$ cat config.mk
export PLATFORM = sky130hd
export DESIGN_NAME = dac_ref_temp_serial_control
export DESIGN_NICKNAME = d
export VERILOG_FILES = /design/src/core/dac_ctl_pkg.sv /design/src/core/frame_if.sv /design/src/core/serial_shifter.sv /design/src/core/dac_bank.sv /design/src/core/dac_ref_temp_serial_control.sv
export SDC_FILE = /design/constraint.sdc
export NUM_CORES = 1
export LEC_CHECK = 0
export BUFFER_PORTS_ARGS = -buffer_cell sky130_fd_sc_hd__buf_2
export CAP_MARGIN = 5
export CORE_MARGIN = 3
export CORE_UTILIZATION = 55
export CTS_BUF_LIST = sky130_fd_sc_hd__clkbuf_4
export DETAILED_ROUTE_END_ITERATION = 8
export GPL_TIMING_DRIVEN = 0
export PLACE_DENSITY = 0.78
export RECOVER_POWER = 50
export SLEW_MARGIN = 20
export SYNTH_ARGS = -nofsm -noshare
export SYNTH_HDL_FRONTEND = slang
export SYNTH_HIERARCHICAL = 1
export SYNTH_SLANG_ARGS = --single-unit
export TNS_END_PERCENT = 50
$ cat constraint.sdc
create_clock -name clk -period 2.5 [get_ports clk]
set_input_delay 0.375 -clock clk [delete_from_list [all_inputs] [get_ports clk]]
set_output_delay 0.375 -clock clk [all_outputs]
set_load 0.005 [all_outputs]
$ cat src/core/dac_ctl_pkg.sv
/*
  Shared constants for the serial DAC / reference / temperature control block.
  Assumes a single 200 MHz clock domain and an SPI-style host on the pins.
*/
package dac_ctl_pkg;
  localparam int          DAC_BITS      = 10;
  localparam int          DAC_CHANNELS  = 4;
  localparam int          TEMP_BITS     = 12;
  localparam int          WORD_BITS     = 16;
  localparam int          GPIO_BITS     = 4;
  localparam logic [7:0]  SETUP_RESET   = 8'h28;
  localparam logic [3:0]  CMD_DAC       = 4'h1;
  localparam logic [1:0]  CMD_SETUP     = 2'h1;
  localparam logic [7:0]  CMD_GPIO_WR   = 8'h03;
  localparam int          CMD_CONV_BIT  = 7;
  localparam int          CMD_TEMP_BIT  = 0;
  localparam int          SETUP_CLK_LSB = 4;
  localparam int          SETUP_REF_LSB = 2;
  localparam logic [1:0]  CLK_SCLK      = 2'h3;
  localparam logic [1:0]  REF_INT_BOTH  = 2'h0;
  localparam logic [1:0]  REF_EXT_BOTH  = 2'h1;
  localparam logic [1:0]  REF_ADC_INT   = 2'h2;
  localparam logic [1:0]  REF_DIFF      = 2'h3;
  localparam int          DAC_OP_MSB    = 15;
  localparam int          DAC_OP_LSB    = 12;
  localparam int          DAC_DATA_MSB  = 11;
  localparam int          DAC_DATA_LSB  = 2;
  localparam int          DAC_OP_ALL    = 3;
  localparam int          DAC_OP_LOAD   = 2;
  localparam logic [3:0]  TEMP_PAD      = 4'h0;
  localparam logic [2:0]  BIT_LAST      = 3'h7;
  localparam logic [3:0]  OUT_LAST      = 4'hf;
endpackage

$ cat src/core/frame_if.sv
/*
  Interface carrying decoded serial-frame events from the pin shifter to the
  command logic. Assumes both ends sit on the same clock.
*/
`timescale 1ns/1ps
interface frame_if;
  logic       frame_active;
  logic       frame_start;
  logic       fall_tick;
  logic       byte_valid;
  logic [7:0] rx_byte;

  modport src (output frame_active, output frame_start, output fall_tick,
               output byte_valid, output rx_byte);
  modport dst (input frame_active, input frame_start, input fall_tick,
               input byte_valid, input rx_byte);
endinterface

$ cat src/core/serial_shifter.sv
/*
  Pin synchronisers, serial clock edge detection and byte assembly.
  Assumes the serial clock is at most a quarter of clk so each phase is seen.
*/
`timescale 1ns/1ps
module serial_shifter
(
  input  wire logic clk,
  input  wire logic rst_n,
  input  wire logic cs_n_pin,
  input  wire logic sclk_pin,
  input  wire logic din_pin,
  frame_if.src      link
);
  logic       cs_s1;
  logic       cs_s2;
  logic       cs_q;
  logic       sclk_s1;
  logic       sclk_s2;
  logic       sclk_q;
  logic       din_s1;
  logic       din_s2;
  logic [2:0] bit_cnt;
  logic [6:0] shreg;

  // Sync stages carry no reset so they track pins while reset is held
  always_ff @(posedge clk)
  begin
    cs_s1   <= cs_n_pin;
    cs_s2   <= cs_s1;
    sclk_s1 <= sclk_pin;
    sclk_s2 <= sclk_s1;
    din_s1  <= din_pin;
    din_s2  <= din_s1;
  end

  always_ff @(posedge clk)
  begin
    if (!rst_n)
    begin
      cs_q   <= 1'b1;
      sclk_q <= 1'b0;
    end
    else
    begin
      cs_q   <= cs_s2;
      sclk_q <= sclk_s2;
    end
  end

  assign link.frame_active = ~cs_s2;
  assign link.frame_start  = cs_q & ~cs_s2;
  assign link.fall_tick    = ~cs_s2 & sclk_q & ~sclk_s2;

  // Din taken on the falling serial edge, MSB first
  always_ff @(posedge clk)
  begin
    if (!rst_n || cs_s2)
    begin
      bit_cnt         <= '0;
      shreg           <= '0;
      link.byte_valid <= 1'b0;
      link.rx_byte    <= '0;
    end
    else
    begin
      link.byte_valid <= 1'b0;
      if (link.fall_tick)
      begin
        shreg   <= {shreg[5:0], din_s2};
        bit_cnt <= bit_cnt + 3'h1;
        if (bit_cnt == dac_ctl_pkg::BIT_LAST)
        begin
          link.byte_valid <= 1'b1;
          link.rx_byte    <= {shreg, din_s2};
        end
      end
    end
  end
endmodule

$ cat src/core/dac_bank.sv
/*
  Four double-buffered DAC channels: input registers and output-code registers.
  Assumes wake_level is already synchronised and stable through reset.
*/
`timescale 1ns/1ps
module dac_bank
#(
  parameter int CHANNELS = dac_ctl_pkg::DAC_CHANNELS,
  parameter int BITS     = dac_ctl_pkg::DAC_BITS
)
(
  input  wire logic                           clk,
  input  wire logic                           rst_n,
  input  wire logic                           wake_level,
  input  wire logic                           wr_en,
  input  wire logic [$clog2(CHANNELS)-1:0]    wr_chan,
  input  wire logic [BITS-1:0]                wr_data,
  input  wire logic [CHANNELS-1:0]            load_mask,
  output logic      [CHANNELS-1:0][BITS-1:0]  input_code,
  output logic      [CHANNELS-1:0][BITS-1:0]  output_code,
  output logic      [CHANNELS-1:0]            buffer_on
);
  always_ff @(posedge clk)
  begin
    for (int i = 0; i < CHANNELS; i++)
    begin
      if (!rst_n)
      begin
        input_code[i]  <= {BITS{wake_level}};
        output_code[i] <= {BITS{wake_level}};
        buffer_on[i]   <= 1'b0;
      end
      else
      begin
        if (wr_en && wr_chan == i[$clog2(CHANNELS)-1:0])
          input_code[i] <= wr_data;
        // A write and load in one cycle loads the freshly written code
        if (load_mask[i])
        begin
          output_code[i] <= (wr_en && wr_chan == i[$clog2(CHANNELS)-1:0]) ? wr_data : input_code[i];
          buffer_on[i]   <= 1'b1;
        end
      end
    end
  end
endmodule

$ cat src/core/dac_ref_temp_serial_control.sv
/*
  Serial command control: DAC writes and loads, setup register with clock and
  reference modes, GPIO writes, temperature request sequencing and result readout.
  Assumes the ADC core, result FIFO and temperature sensor are outside and
  answer through the scan, temperature and adc_word ports.
*/
// Contract
// - DAC write is command 0001xxxx followed by two bytes of channel and data
// - Chip select low opens a frame; din sampled on falling serial clock
// - Serial words deserialised to parallel data, serial clock up to 25 MHz
// - Each channel has an input register and a 10-bit output-code register
// - Output codes load from input registers on load strobe low or command
// - DAC codes are unipolar straight binary, step is reference over 1024
// - Wake select low: codes start at zero, buffers off, outputs to ground
// - Wake select high: codes start full scale, buffers off, outputs to reference
// - GPIO write is a command byte then one data byte driving four pins
// - Internal oscillator enabled in clock modes 00, 01 and 10
// - Clock mode 11 times conversions from serial clock, 0.1 to 4.8 MHz
// - Results readable at serial clock up to 25 MHz in internal modes
// - Reference select 00 gives internal reference to ADC and DAC
// - Reference select 10: ADC internal, DAC external on first reference pin
// - Reference select 01: DAC on first reference pin, ADC on second
// - Reference select 11: ADC differential, first pin positive, second negative
// - Second reference pin is analog input for 00 and 10, negative otherwise
// - Temperature requested by conversion command byte with bit 0 set
// - Temperature converts before channels and is read as first two bytes
// - Temperature result is two's complement Celsius, eighth degree per step
// - A new temperature result overwrites an unread previous one
// - Temperature conversions always use the internal reference
// - GPIO command and data bytes ignored on variants without GPIO
// - Setup register resets to 0010 1000
// - DAC input registers reset to full scale or zero by wake select
// - Setup command has bit 7 zero, bit 6 one, clock 5:4, reference 3:2
`timescale 1ns/1ps
module dac_ref_temp_serial_control
#(
  parameter bit HAS_GPIO = 1'b1,
  parameter int CHANNELS = dac_ctl_pkg::DAC_CHANNELS,
  parameter int DAC_BITS = dac_ctl_pkg::DAC_BITS
)
(
  input  wire logic                                   clk,
  input  wire logic                                   rst_n,
  input  wire logic                                   cs_n,
  input  wire logic                                   sclk,
  input  wire logic                                   din,
  output logic                                        dout,
  output logic                                        dout_oe,
  input  wire logic                                   load_strobe_n,
  input  wire logic                                   wake_level_select,
  output logic      [CHANNELS-1:0][DAC_BITS-1:0]      dac_code,
  output logic      [CHANNELS-1:0]                    dac_buffer_on,
  output logic                                        dac_pull_to_ref,
  output logic      [dac_ctl_pkg::GPIO_BITS-1:0]      gpio_out,
  output logic                                        gpio_write,
  output logic      [1:0]                             clock_mode,
  output logic      [1:0]                             reference_select,
  output logic                                        osc_enable,
  output logic                                        conv_clock_tick,
  output logic                                        adc_ref_internal,
  output logic                                        adc_ref_second_pin,
  output logic                                        adc_ref_differential,
  output logic                                        dac_ref_external,
  output logic                                        second_pin_is_input,
  output logic                                        temp_start,
  output logic                                        temp_busy,
  input  wire logic                                   temp_done,
  input  wire logic [dac_ctl_pkg::TEMP_BITS-1:0]      temp_code,
  output logic                                        scan_start,
  output logic      [7:0]                             scan_cmd,
  input  wire logic [dac_ctl_pkg::WORD_BITS-1:0]      adc_word,
  output logic                                        adc_pop
);
  typedef enum logic [2:0] {
    ST_CMD,
    ST_DAC_HI,
    ST_DAC_LO,
    ST_GPIO,
    ST_SKIP
  } cmd_state_e;

  localparam int SEL_W = $clog2(CHANNELS);

  frame_if link ();

  cmd_state_e                             state;
  cmd_state_e                             next_state;
  logic       [7:0]                       dac_hi;
  logic       [7:0]                       setup_reg;
  logic                                   ld_s1;
  logic                                   ld_s2;
  logic                                   wk_s1;
  logic                                   wk_s2;
  logic                                   sclk_r1;
  logic                                   sclk_r2;
  logic                                   sclk_rq;
  logic       [dac_ctl_pkg::WORD_BITS-1:0] dac_word;
  logic                                   dac_commit;
  logic       [3:0]                       dac_op;
  logic                                   dac_wr;
  logic       [CHANNELS-1:0]              load_mask;
  logic       [CHANNELS-1:0][DAC_BITS-1:0] input_code;
  logic                                   scan_pending;
  logic       [dac_ctl_pkg::TEMP_BITS-1:0] temp_result;
  logic                                   temp_valid;
  logic       [dac_ctl_pkg::WORD_BITS-1:0] out_shift;
  logic       [3:0]                       out_cnt;
  logic                                   out_is_temp;
  logic                                   word_done;

  function automatic logic is_cmd_dac(input logic [7:0] b);
    return b[7:4] == dac_ctl_pkg::CMD_DAC;
  endfunction

  function automatic logic [dac_ctl_pkg::WORD_BITS-1:0] temp_word(input logic [dac_ctl_pkg::TEMP_BITS-1:0] t);
    return {dac_ctl_pkg::TEMP_PAD, t};
  endfunction

  serial_shifter u_shifter
  (
    .clk      (clk),
    .rst_n    (rst_n),
    .cs_n_pin (cs_n),
    .sclk_pin (sclk),
    .din_pin  (din),
    .link     (link.src)
  );

  // Level pins are synchronised; no reset so the wake level is valid in reset
  always_ff @(posedge clk)
  begin
    ld_s1   <= load_strobe_n;
    ld_s2   <= ld_s1;
    wk_s1   <= wake_level_select;
    wk_s2   <= wk_s1;
    sclk_r1 <= sclk;
    sclk_r2 <= sclk_r1;
  end

  always_ff @(posedge clk)
  begin
    if (!rst_n)
      sclk_rq <= 1'b0;
    else
      sclk_rq <= sclk_r2;
  end

  // Command byte sequencing
  always_comb
  begin
    next_state = state;
    if (!link.frame_active)
      next_state = ST_CMD;
    else if (link.byte_valid)
    begin
      case (state)
        ST_CMD:
        begin
          if (is_cmd_dac(link.rx_byte))
            next_state = ST_DAC_HI;
          else if (link.rx_byte == dac_ctl_pkg::CMD_GPIO_WR)
            next_state = ST_GPIO;
          else
            next_state = ST_CMD;
        end
        ST_DAC_HI: next_state = ST_DAC_LO;
        ST_DAC_LO: next_state = ST_CMD;
        ST_GPIO:   next_state = ST_CMD;
        default:   next_state = ST_CMD;
      endcase
    end
  end

  always_ff @(posedge clk)
  begin
    if (!rst_n)
      state <= ST_CMD;
    else
      state <= next_state;
  end

  always_ff @(posedge clk)
  begin
    if (!rst_n)
      dac_hi <= '0;
    else if (link.byte_valid && state == ST_DAC_HI)
      dac_hi <= link.rx_byte;
  end

  // Nothing reaches the bank until the third byte has fully arrived
  assign dac_commit = link.byte_valid && state == ST_DAC_LO;
  assign dac_word   = {dac_hi, link.rx_byte};
  assign dac_op     = dac_word[dac_ctl_pkg::DAC_OP_MSB:dac_ctl_pkg::DAC_OP_LSB];
  assign dac_wr     = dac_commit && !dac_op[dac_ctl_pkg::DAC_OP_ALL];

  always_comb
  begin
    load_mask = '0;
    if (!ld_s2)
      load_mask = '1;
    if (dac_commit && dac_op[dac_ctl_pkg::DAC_OP_ALL])
      load_mask = '1;
    else if (dac_commit && dac_op[dac_ctl_pkg::DAC_OP_LOAD])
      load_mask[dac_op[SEL_W-1:0]] = 1'b1;
  end

  dac_bank #(
    .CHANNELS (CHANNELS),
    .BITS     (DAC_BITS)
  ) u_bank
  (
    .clk         (clk),
    .rst_n       (rst_n),
    .wake_level  (wk_s2),
    .wr_en       (dac_wr),
    .wr_chan     (dac_op[SEL_W-1:0]),
    .wr_data     (dac_word[dac_ctl_pkg::DAC_DATA_MSB:dac_ctl_pkg::DAC_DATA_LSB]),
    .load_mask   (load_mask),
    .input_code  (input_code),
    .output_code (dac_code),
    .buffer_on   (dac_buffer_on)
  );

  // Pull direction while buffers are off follows the wake level
  assign dac_pull_to_ref = wk_s2;

  // Setup register
  always_ff @(posedge clk)
  begin
    if (!rst_n)
      setup_reg <= dac_ctl_pkg::SETUP_RESET;
    else if (link.byte_valid && state == ST_CMD && link.rx_byte[7:6] == dac_ctl_pkg::CMD_SETUP)
      setup_reg <= link.rx_byte;
  end

  assign clock_mode       = setup_reg[dac_ctl_pkg::SETUP_CLK_LSB +: 2];
  assign reference_select = setup_reg[dac_ctl_pkg::SETUP_REF_LSB +: 2];
  assign osc_enable       = clock_mode != dac_ctl_pkg::CLK_SCLK;
  // Conversion timing follows serial clock rising edges only in mode 11
  assign conv_clock_tick  = clock_mode == dac_ctl_pkg::CLK_SCLK && sclk_r2 && !sclk_rq;

  // Reference routing; a temperature run forces the internal reference
  always_comb
  begin
    adc_ref_internal     = 1'b0;
    adc_ref_second_pin   = 1'b0;
    adc_ref_differential = 1'b0;
    dac_ref_external     = 1'b0;
    case (reference_select)
      dac_ctl_pkg::REF_INT_BOTH:
        adc_ref_internal = 1'b1;
      dac_ctl_pkg::REF_ADC_INT:
      begin
        adc_ref_internal = 1'b1;
        dac_ref_external = 1'b1;
      end
      dac_ctl_pkg::REF_EXT_BOTH:
      begin
        dac_ref_external   = 1'b1;
        adc_ref_second_pin = 1'b1;
      end
      default:
        adc_ref_differential = 1'b1;
    endcase
    if (temp_busy)
    begin
      adc_ref_internal     = 1'b1;
      adc_ref_second_pin   = 1'b0;
      adc_ref_differential = 1'b0;
    end
  end

  assign second_pin_is_input = reference_select == dac_ctl_pkg::REF_INT_BOTH
                            || reference_select == dac_ctl_pkg::REF_ADC_INT;

  // GPIO write; variants without pins drop the data byte
  always_ff @(posedge clk)
  begin
    if (!rst_n)
    begin
      gpio_out   <= '0;
      gpio_write <= 1'b0;
    end
    else
    begin
      gpio_write <= 1'b0;
      if (HAS_GPIO && link.byte_valid && state == ST_GPIO)
      begin
        gpio_out   <= link.rx_byte[dac_ctl_pkg::GPIO_BITS-1:0];
        gpio_write <= 1'b1;
      end
    end
  end

  // Conversion command: temperature first, channel scan held until it ends
  always_ff @(posedge clk)
  begin
    if (!rst_n)
    begin
      temp_start   <= 1'b0;
      temp_busy    <= 1'b0;
      scan_start   <= 1'b0;
      scan_pending <= 1'b0;
      scan_cmd     <= '0;
    end
    else
    begin
      temp_start <= 1'b0;
      scan_start <= 1'b0;
      if (link.byte_valid && state == ST_CMD && link.rx_byte[dac_ctl_pkg::CMD_CONV_BIT])
      begin
        scan_cmd <= link.rx_byte;
        if (link.rx_byte[dac_ctl_pkg::CMD_TEMP_BIT])
        begin
          temp_start   <= 1'b1;
          temp_busy    <= 1'b1;
          scan_pending <= 1'b1;
        end
        else
          scan_start <= 1'b1;
      end
      else if (temp_done && temp_busy)
      begin
        temp_busy    <= 1'b0;
        scan_pending <= 1'b0;
        scan_start   <= scan_pending;
      end
    end
  end

  // Unread result is replaced; a completion in the read-out cycle wins
  always_ff @(posedge clk)
  begin
    if (!rst_n)
    begin
      temp_result <= '0;
      temp_valid  <= 1'b0;
    end
    else if (temp_done)
    begin
      temp_result <= temp_code;
      temp_valid  <= 1'b1;
    end
    else if (word_done && out_is_temp)
      temp_valid <= 1'b0;
  end

  // Result read-out, MSB first, one bit per falling serial edge
  assign word_done = link.fall_tick && out_cnt == dac_ctl_pkg::OUT_LAST;

  always_ff @(posedge clk)
  begin
    if (!rst_n)
    begin
      out_shift   <= '0;
      out_cnt     <= '0;
      out_is_temp <= 1'b0;
      adc_pop     <= 1'b0;
    end
    else
    begin
      adc_pop <= 1'b0;
      if (link.frame_start || word_done)
      begin
        if (word_done && !out_is_temp)
          adc_pop <= 1'b1;
        out_cnt <= '0;
        if (temp_valid && !(word_done && out_is_temp))
        begin
          out_shift   <= temp_word(temp_result);
          out_is_temp <= 1'b1;
        end
        else
        begin
          out_shift   <= adc_word;
          out_is_temp <= 1'b0;
        end
      end
      else if (link.fall_tick)
      begin
        out_shift <= {out_shift[dac_ctl_pkg::WORD_BITS-2:0], 1'b0};
        out_cnt   <= out_cnt + 4'h1;
      end
    end
  end

  assign dout    = out_shift[dac_ctl_pkg::WORD_BITS-1];
  assign dout_oe = link.frame_active;
endmodule

# Word-level counts from Yosys, hierarchy flattened
# Cells that the tools add are included.
# word_totals
register_bits	183
word_cells	167
# op_classes
addsub	2
magnitude_cmp	2
eq_ne	20
n_mux	47
n_bitwise	8
n_reduce_logical	45
# ops
cell	n
$mux 10	16
$mux 16	3
$logic_and 1x1->1	21
$mux 1	21
$mux 4	3
$ne 2x1->1 const B	5
$reduce_or 2->1	5
$eq 2x2->1 const B	4
$eq 8x2->1 const B	1
$reduce_and 2->1	4
$eq 2x1->1 const B	3
$eq 3x2->1 const B	2
$pmux 3 s2	1
$reduce_bool 2->1	3
$logic_not 1->1	5
$add 4x1->4 const B	1
$eq 4x1->1 const B	1
$eq 4x4->1 const B	1
$logic_not 2->1	2
$mux 2	2
$not 1->1	4
$or 4x4->4	1
$add 3x1->3 const B	1
$and 1x1->1	3
other kinds (9)	11

# Depth between registers and ports, before layout
# Gate-level depths: netlist of run 1.
# logic_depth
depth_word	9
ltp_mapped	10
depth_no_buf	6

# By module
# Netlist of run 1, hierarchy kept.
# modules_own_cells
mod	instances	cells_per_inst	area_per_inst_um2
dac_ref_temp_serial_control	1	310	2952.8
dac_bank	1	237	2845.2
serial_shifter	1	93	904.6

# Worst setup path before layout of run 1
# No wires, ideal clock.
# synth_path
kind	reg-to-reg
from	register u_shifter.sclk_s2
to	register out_shift[10] (netlist bit)
arrival_ps	1681
required_time_ps	2367
path_slack_ps	686
path_stages_with_launch	9
cell_sequence	dfxtp_1 -> nand2b_1 -> clkbuf_1 -> nor2_1 -> buf_4 -> clkbuf_1 -> mux2_2 -> o21ai_0 -> a21oi_1
# synth_between
elab_chain_len	8
# synth_rtl
element	line_no	text
from (decl)	serial_shifter.sv:19	logic sclk_s2;
from (signal assigned)	serial_shifter.sv:32	sclk_s2 <= sclk_s1;
$not 1->1 *	serial_shifter.sv:53	assign link.fall_tick = ~cs_s2 & sclk_q & ~sclk_s2;
$and 1x1->1 *	serial_shifter.sv:53	
via link.fall_tick	frame_if.sv:9	logic fall_tick;
$logic_and 1x1->1	dac_ref_temp_serial_control.sv:349	assign word_done = link.fall_tick && out_cnt == dac_ctl_pkg::OUT_LAST;
$logic_and 1x1->1	dac_ref_temp_serial_control.sv:368	if (temp_valid && !(word_done && out_is_temp))
$logic_not 1->1	dac_ref_temp_serial_control.sv:368	
$logic_and 1x1->1	dac_ref_temp_serial_control.sv:368	
$mux 16	dac_ref_temp_serial_control.sv:368	
$mux 16	dac_ref_temp_serial_control.sv:363	if (link.frame_start || word_done)
to (signal assigned)	dac_ref_temp_serial_control.sv:370	out_shift <= temp_word(temp_result);
to (signal assigned)	dac_ref_temp_serial_control.sv:375	out_shift <= adc_word;
to (signal assigned)	dac_ref_temp_serial_control.sv:381	out_shift <= {out_shift[dac_ctl_pkg::WORD_BITS-2:0], 1'b0};
to (decl)	dac_ref_temp_serial_control.sv:106	logic [dac_ctl_pkg::WORD_BITS-1:0] out_shift;
# The timed path passes the listed nets; every way through them passes the cells marked *.
# A chain may end at the register's enable or synchronous reset.

# Worst setup path after layout of run 1
# layout_path
from	register u_shifter.sclk_s2
to	register out_shift[9] (netlist bit)
# Same word-level chain as after synthesis.

==> impl_metrics.ini, run 1 <==
[run_status]
status = finished, final reports clean

[floorplan]
fp.dieArea_mm2 = 0.0135
start_util_pct = 57.5
fp.dieW_um = 116
io_pins = 111
rows = 39
die_h_um = 116
core_area_mm2 = 0.0117

[clock_network]
cts_root_buffer = clkbuf_4
clk_pin_slew_ns = 0.13
clock_sinks = 183
cts-buffers-inserted = 17
htreeDepth = 4
clk_latency_ns = 0.56
cts_setup_buffers = 0
cts_tree = yes
clock_path_buffers = 2

[critical_path]
cp_common_cell = clkbuf_1
cpLargestDelayFamily = buffers and inverters
path_buf_inv = 3
r2r-end = out_shift[9]
slowest_delay_ns = 0.43
required_ns = 2.94
crit_start = u_shifter/sclk_s2
worstPathArrival_ns = 2.69
path_max_fanout = 10
r2r_setup_slack_ns = 0.25
reg2reg_from = u_shifter/sclk_s2
worstSetupPathType = reg -> reg
cp.depth = 8
end_kind = register
crit_chain = nand2b_1, clkbuf_1, nor2_1, buf_4, clkbuf_1, mux2_2, o21ai_0, a21oi_1
critPathSlowestCell = clkbuf_1
rr_worst_depth = 8
endpoint = out_shift[9]
critPathLaunchType = register

[yosys]
synth_edf_count = 40
yosysSeqAreaShare_pct = 60.6
netlist_area_mm2 = 0.00670
avgSynthCellArea_um2 = 10.5
ys_async_sr_fraction_pct = 0
netlist_instances = 640
synth_nets = 683
synth_ff_type = dfxtp_1
yosys_register_bits = 183
yosys_warnings = 6
ys_types = 50

[sta]
finalSetupViolCount = 0
rsz0062_at_grt = no
period_share_pct = 90.0
worst_slew_pin_slew_ns = 0.864
max_clock_freq_mhz = 444
relSlewSlack_pct = 42.3
setup_tns_ns = 0
finalHoldViolations = 0
skew_ns = 0.0127
slew_viol_final = 0
period_needed_ns = 2.25

[hold_path]
hold_path.class = in -> reg

[power_and_ir_drop]
peakVddDrop_mv = 0.377
power.total_mw = 5.18
p_leak_nw = 3.15
power.density_mw_per_mm2 = 675

[global_routing]
grt_pass1_wl_um = 23900
grt_max_degree = 17
grt_pass1_vias = 4991
track_usage_pct = 22.5
antenna_found_initial = 0
grt_overflow = 0

[detailed_routing]
wl_met3_um = 797
top_layer = met4
ant_nets = 0
met1_length_um = 6340
drtIter0Drc = 284
drtPass1Iterations = 4
routed_via_density = 5.48
drc = 0
met2_length_um = 7280
dr_total_vias = 5093
finalWirelength_um = 14700
wl_per_cell_um = 15.8

[final_layout]
top_regs = u_bank/input_code x40, u_bank/output_code x40, out_shift x16
areaGrowthSynthToFinish_pct = 14.4
drive_gt1_share_pct = 15.9
final_cell_mix = dfxtp_1 (143), nand2_1 (129), buf_2 (77), clkbuf_1 (65)
final_nets = 816
antenna_cells = 0
final_common_cell = dfxtp_1

[placed_design]
place_congestion = 0.830
place_hpwl_um = 10500
portBuffers = 109

[job]
maxCapViolCount = 0
==> stage by stage <==
| step | setup WS (ns) | instance area, µm² | hold slack [ns] | utilization, % | cells |
|---|---|---|---|---|---|
| after global placement | 0.439 | 7430 | 0.310 | 63.7 | 892 |
| after CTS | 0.256 | 7740 | 0.0204 | 66.4 | 929 |
| after detailed placement | 0.329 | 7430 | 0.312 | 63.7 | 892 |
| final | 0.249 | 7670 | 0.0541 | 65.7 | 929 |
| after floorplan | 0.686 | 6700 | 0.310 | - | 640 |
| after global routing | 0.110 | 7670 | 0.0252 | 65.7 | 929 |
==> power by group <==
group | internal (mW) | switching [mW]
Sequential | 3.20 | 0.0564
Clock | 0.576 | 0.949
Combinational | 0.164 | 0.226
==> tightest hold or removal path, delay by kind of cell <==
kind | cells | cell delay (ns)
buffers and inverters | 1 | 0.07
multiplexers | 1 | 0.06
AND/OR/NAND/NOR | 1 | 0.07
==> per-layer routing <==
| metal | GRT usage [%] | vias up |
|---|---|---|
| li1 | - | 2491 |
| met1 | 27.4 | 2423 |
| met2 | 38.3 | 153 |
| met3 | 5.44 | 26 |
| met4 | 9.28 | 0 |
| met5 | 0 | - |
==> how the worst min path moves through the flow <==
stage,from,endpoint,slack [ns],depth (start not counted)
2_1_floorplan,wk_s1,dac_pull_to_ref,0.31,0
3_3_place_gp,u_shifter/cs_s1,u_shifter/cs_s2,0.31,0
3_5_place_dp,wk_s1,dac_pull_to_ref,0.31,0
4_1_cts,temp_code[4],temp_result[4],0.02,3
5_1_grt,temp_code[2],temp_result[2],0.03,3
6_report,temp_code[4],temp_result[4],0.05,3
==> logic make-up after synthesis <==
group | count (synthesis) | share of synthesized area (%)
buf+inv | 50 | 3.73
compound gates | 115 | 10.3
xor+xnor | 4 | 0.523
fa+ha+maj | 7 | 1.31
simple gates | 225 | 14.9
flops | 183 | 60.6
mux | 56 | 8.57
==> Yosys cell counts, drive strengths merged (7+ instances only) <==
cell | count | area, µm²
edfxtp | 40 | 1200
nand3 | 13 | 65.1
o21ai | 19 | 95.1
buf | 19 | 120
mux2i | 45 | 450
clkbuf | 23 | 100
inv | 7 | 26.3
nor2 | 46 | 173
ha | 7 | 87.6
dfxtp | 143 | 2860
a21oi | 30 | 150
nand2b | 8 | 50.1
a31oi | 46 | 288
nand2 | 129 | 484
mux2 | 11 | 124
==> area by class of cell <==
type	instances	area [µm²]
clock inverters	15	136
well taps	143	179
multi-input cells	407	2380
flip-flops and latches	183	4060
repair buffers	114	544
fillers	928	4000
inverters	8	30.0
plain buffers	42	203
clock buffers	17	128
==> repair_timing <==
item | CTS | global route
hold buffers | 5 | 0
endpoints found under the hold margin | 6 | 0
setup endpoints to repair | 0 | 0
resized for setup | 0 | 0
Note: power is estimated with default switching activity, not from simulation.
==> run 2: changes to the inputs <==
ABC_AREA = 1   (was default)
CTS_CLUSTER_DIAMETER = 80   (was default)
==> impl_metrics.ini, run 2 <==
[detailed_routing]
drtIter0Drc = 469
ant_nets = 0
routed_via_density = 4.92
drc = 0
finalWirelength_um = 15200
drtPass1Iterations = 5
dr_total_vias = 5722
wl_per_cell_um = 13.0

[yosys]
yosys-top-cells-area = dfxtp_1 (40%), edfxtp_1 (17%), nand2_1 (10%), nand3_1 (5.6%), inv_1 (5.5%)
yosys_warnings = 6
ys_async_sr_fraction_pct = 0
synthTopCellsByCount = nand2_1 (199), dfxtp_1 (143), inv_1 (106), nand3_1 (80), nor2_1 (68)
ys_types = 39
synth_nets = 882
yosysSeqAreaShare_pct = 56.5
synth-simple-area-share_pct = 25.2
synth_edf_count = 40
synth_ff_type = dfxtp_1
yosysMostFrequentCell = nand2_1
synth_xor_area_share_pct = 0.243
synth_top_area_cell = dfxtp_1
netlist_area_mm2 = 0.00720
synthMuxAreaShare_pct = 0
yosys_register_bits = 183
yosys.area_share.adder_pct = 1.22
synth_top_cell_area_share_pct = 39.8
synth_top_family_by_area = simple AND/OR/NAND/NOR gates
netlist_instances = 839
synth_compound_area_share_pct = 7.42
avgSynthCellArea_um2 = 8.58

[clock_network]
cts_root_buffer = clkbuf_4
htreeDepth = 4
cts_setup_buffers = 0
clk_latency_ns = 0.57
clock_path_buffers = 2
clk_pin_slew_ns = 0.12
clock_sinks = 183
cts-buffers-inserted = 17
cts-resized-gates = 0
cts_tree = yes

[floorplan]
die_h_um = 120
fp.dieW_um = 120
start_util_pct = 56.6
rows = 41
io_pins = 111
fp.dieArea_mm2 = 0.0145
core_area_mm2 = 0.0127

[final_layout]
stdcell_area_mm2 = 0.00827
drive_gt1_share_pct = 16.4
stdcell_count = 1162
final_common_cell = nand2_1
final_nets = 1019
final_cell_mix = nand2_1 (200), dfxtp_1 (143), inv_1 (107), buf_2 (88), nand3_1 (80)
areaGrowthSynthToFinish_pct = 15.0
fillers = 1102
multiInputGateArea_mm2 = 0.00243
ff_latch_area_mm2 = 0.00406
top_regs = u_bank/input_code x40, u_bank/output_code x40, out_shift x16

[sta]
setup_tns_ns = 0
holdWs_ns = 0.0381
relSlewSlack_pct = 51.2
period_needed_ns = 2.33
rsz0062_at_grt = no
worst_slew_pin_slew_ns = 0.732
finalSetupViolCount = 0
max_clock_freq_mhz = 429
skew_ns = 0.0288
period_share_pct = 93.2
finalHoldViolations = 0
slew_viol_final = 0

[global_routing]
grt_pass1_wl_um = 24700
grt_overflow = 0
antenna_found_initial = 1
grt_pass1_vias = 5120
track_usage_pct = 21.5
grt_max_degree = 17

[critical_path]
worstPathArrival_ns = 1.95
end_kind = primary output
critPathSlowestCell = dfxtp_1
cp_common_cell = or2_2
required_ns = 2.12
rr_worst_depth = 12
critPathLaunchType = register
crit_chain = inv_1, ha_1, or2_2, or2_2, buf_2
r2r_setup_slack_ns = 0.38
slowest_delay_ns = 0.41
path_max_fanout = 4
r2r-end = out_shift[9]
worstSetupPathType = reg -> out
reg2reg_from = u_shifter/cs_s2
path_buf_inv = 2
cpLargestDelayFamily = simple AND/OR/NAND/NOR gates

[run_status]
status = finished, final reports clean

[power_and_ir_drop]
p_leak_nw = 3.81
peakVddDrop_mv = 0.697
power.density_mw_per_mm2 = 660

[placed_design]
dp.cells = 1121
portBuffers = 110
dpl-instance-area_mm2 = 0.00796
place_hpwl_um = 10400
place_congestion = 0.831

[hold_path]
min-delay-start = temp_code[4]
hold_end = temp_result[4]
hold_depth = 3
hold_path.class = in -> reg

[job]
maxCapViolCount = 0
[run 2: how the worst max path moves through the flow]
stage	startpoint	to	slack, ns	depth (start not counted)
after floorplan	u_shifter/cs_s2	out_shift[2]	0.84	14
after global placement	u_shifter/cs_s2	out_shift[9]	0.55	12
after detailed placement	u_shifter/cs_s2	out_shift[9]	0.53	12
after CTS	setup_reg[2]	adc_ref_internal	0.14	5
after global routing	setup_reg[2]	adc_ref_internal	0.07	5
final	setup_reg[2]	adc_ref_internal	0.17	5
[run 2: per-layer routing]
metal | vias up | GRT usage (%) | wire length (µm)
met2 | 182 | 33.3 | 6920
met1 | 2571 | 29.2 | 6890
met4 | 0 | 7.15 | 164
met3 | 11 | 6.08 | 1170
li1 | 2958 | - | -
met5 | - | 0 | 0
[run 2: metrics by stage]
step                      power [mW]  worst slack, ns  util [%]
final                           5.46            0.171      65.0
after global routing            5.69           0.0654      65.0
after CTS                       5.49            0.140      65.5
after detailed placement        3.78            0.528      62.6
after global placement          3.77            0.550      62.6
after floorplan                 3.61            0.845         -
[run 2: timing repair]
item                       4_1_cts  5_1_grt
hold endpoints to repair         8        1
setup endpoints to repair        0        0
hold buffers                     7        1
[run 2: cell families (layout without fill, tap and decap cells)]
kind of cell | Yosys count | in the layout
simple gates | 396 | 396
flops | 183 | 183
buf+inv | 151 | 300
compound gates | 100 | 100
fa+ha+maj | 7 | 7
xor+xnor | 2 | 2
other cells | 0 | 2
[run 2: layout make-up]
| cell class | instances | area share, % |
|---|---|---|
| antenna | 2 | 0.0605 |
| buffer | 35 | 2.71 |
| clock buffer | 20 | 1.81 |
| clock inverter | 11 | 1.89 |
| inverter | 116 | 5.31 |
| multi-input combinational | 505 | 29.4 |
| sequential | 183 | 49.1 |
| tap | 172 | 2.60 |
| timing repair buffer | 118 | 7.14 |
[run 2: tightest hold or removal path, delay by kind of cell]
kind / cells / cell delay (ns)
buffers and inverters: 1 / 0.08
AND/OR/NAND/NOR: 2 / 0.11
[run 2: where the power goes]
part           internal [mW]  switching [mW]
clock network          0.809           0.933
registers               3.21          0.0579
logic                  0.182           0.266
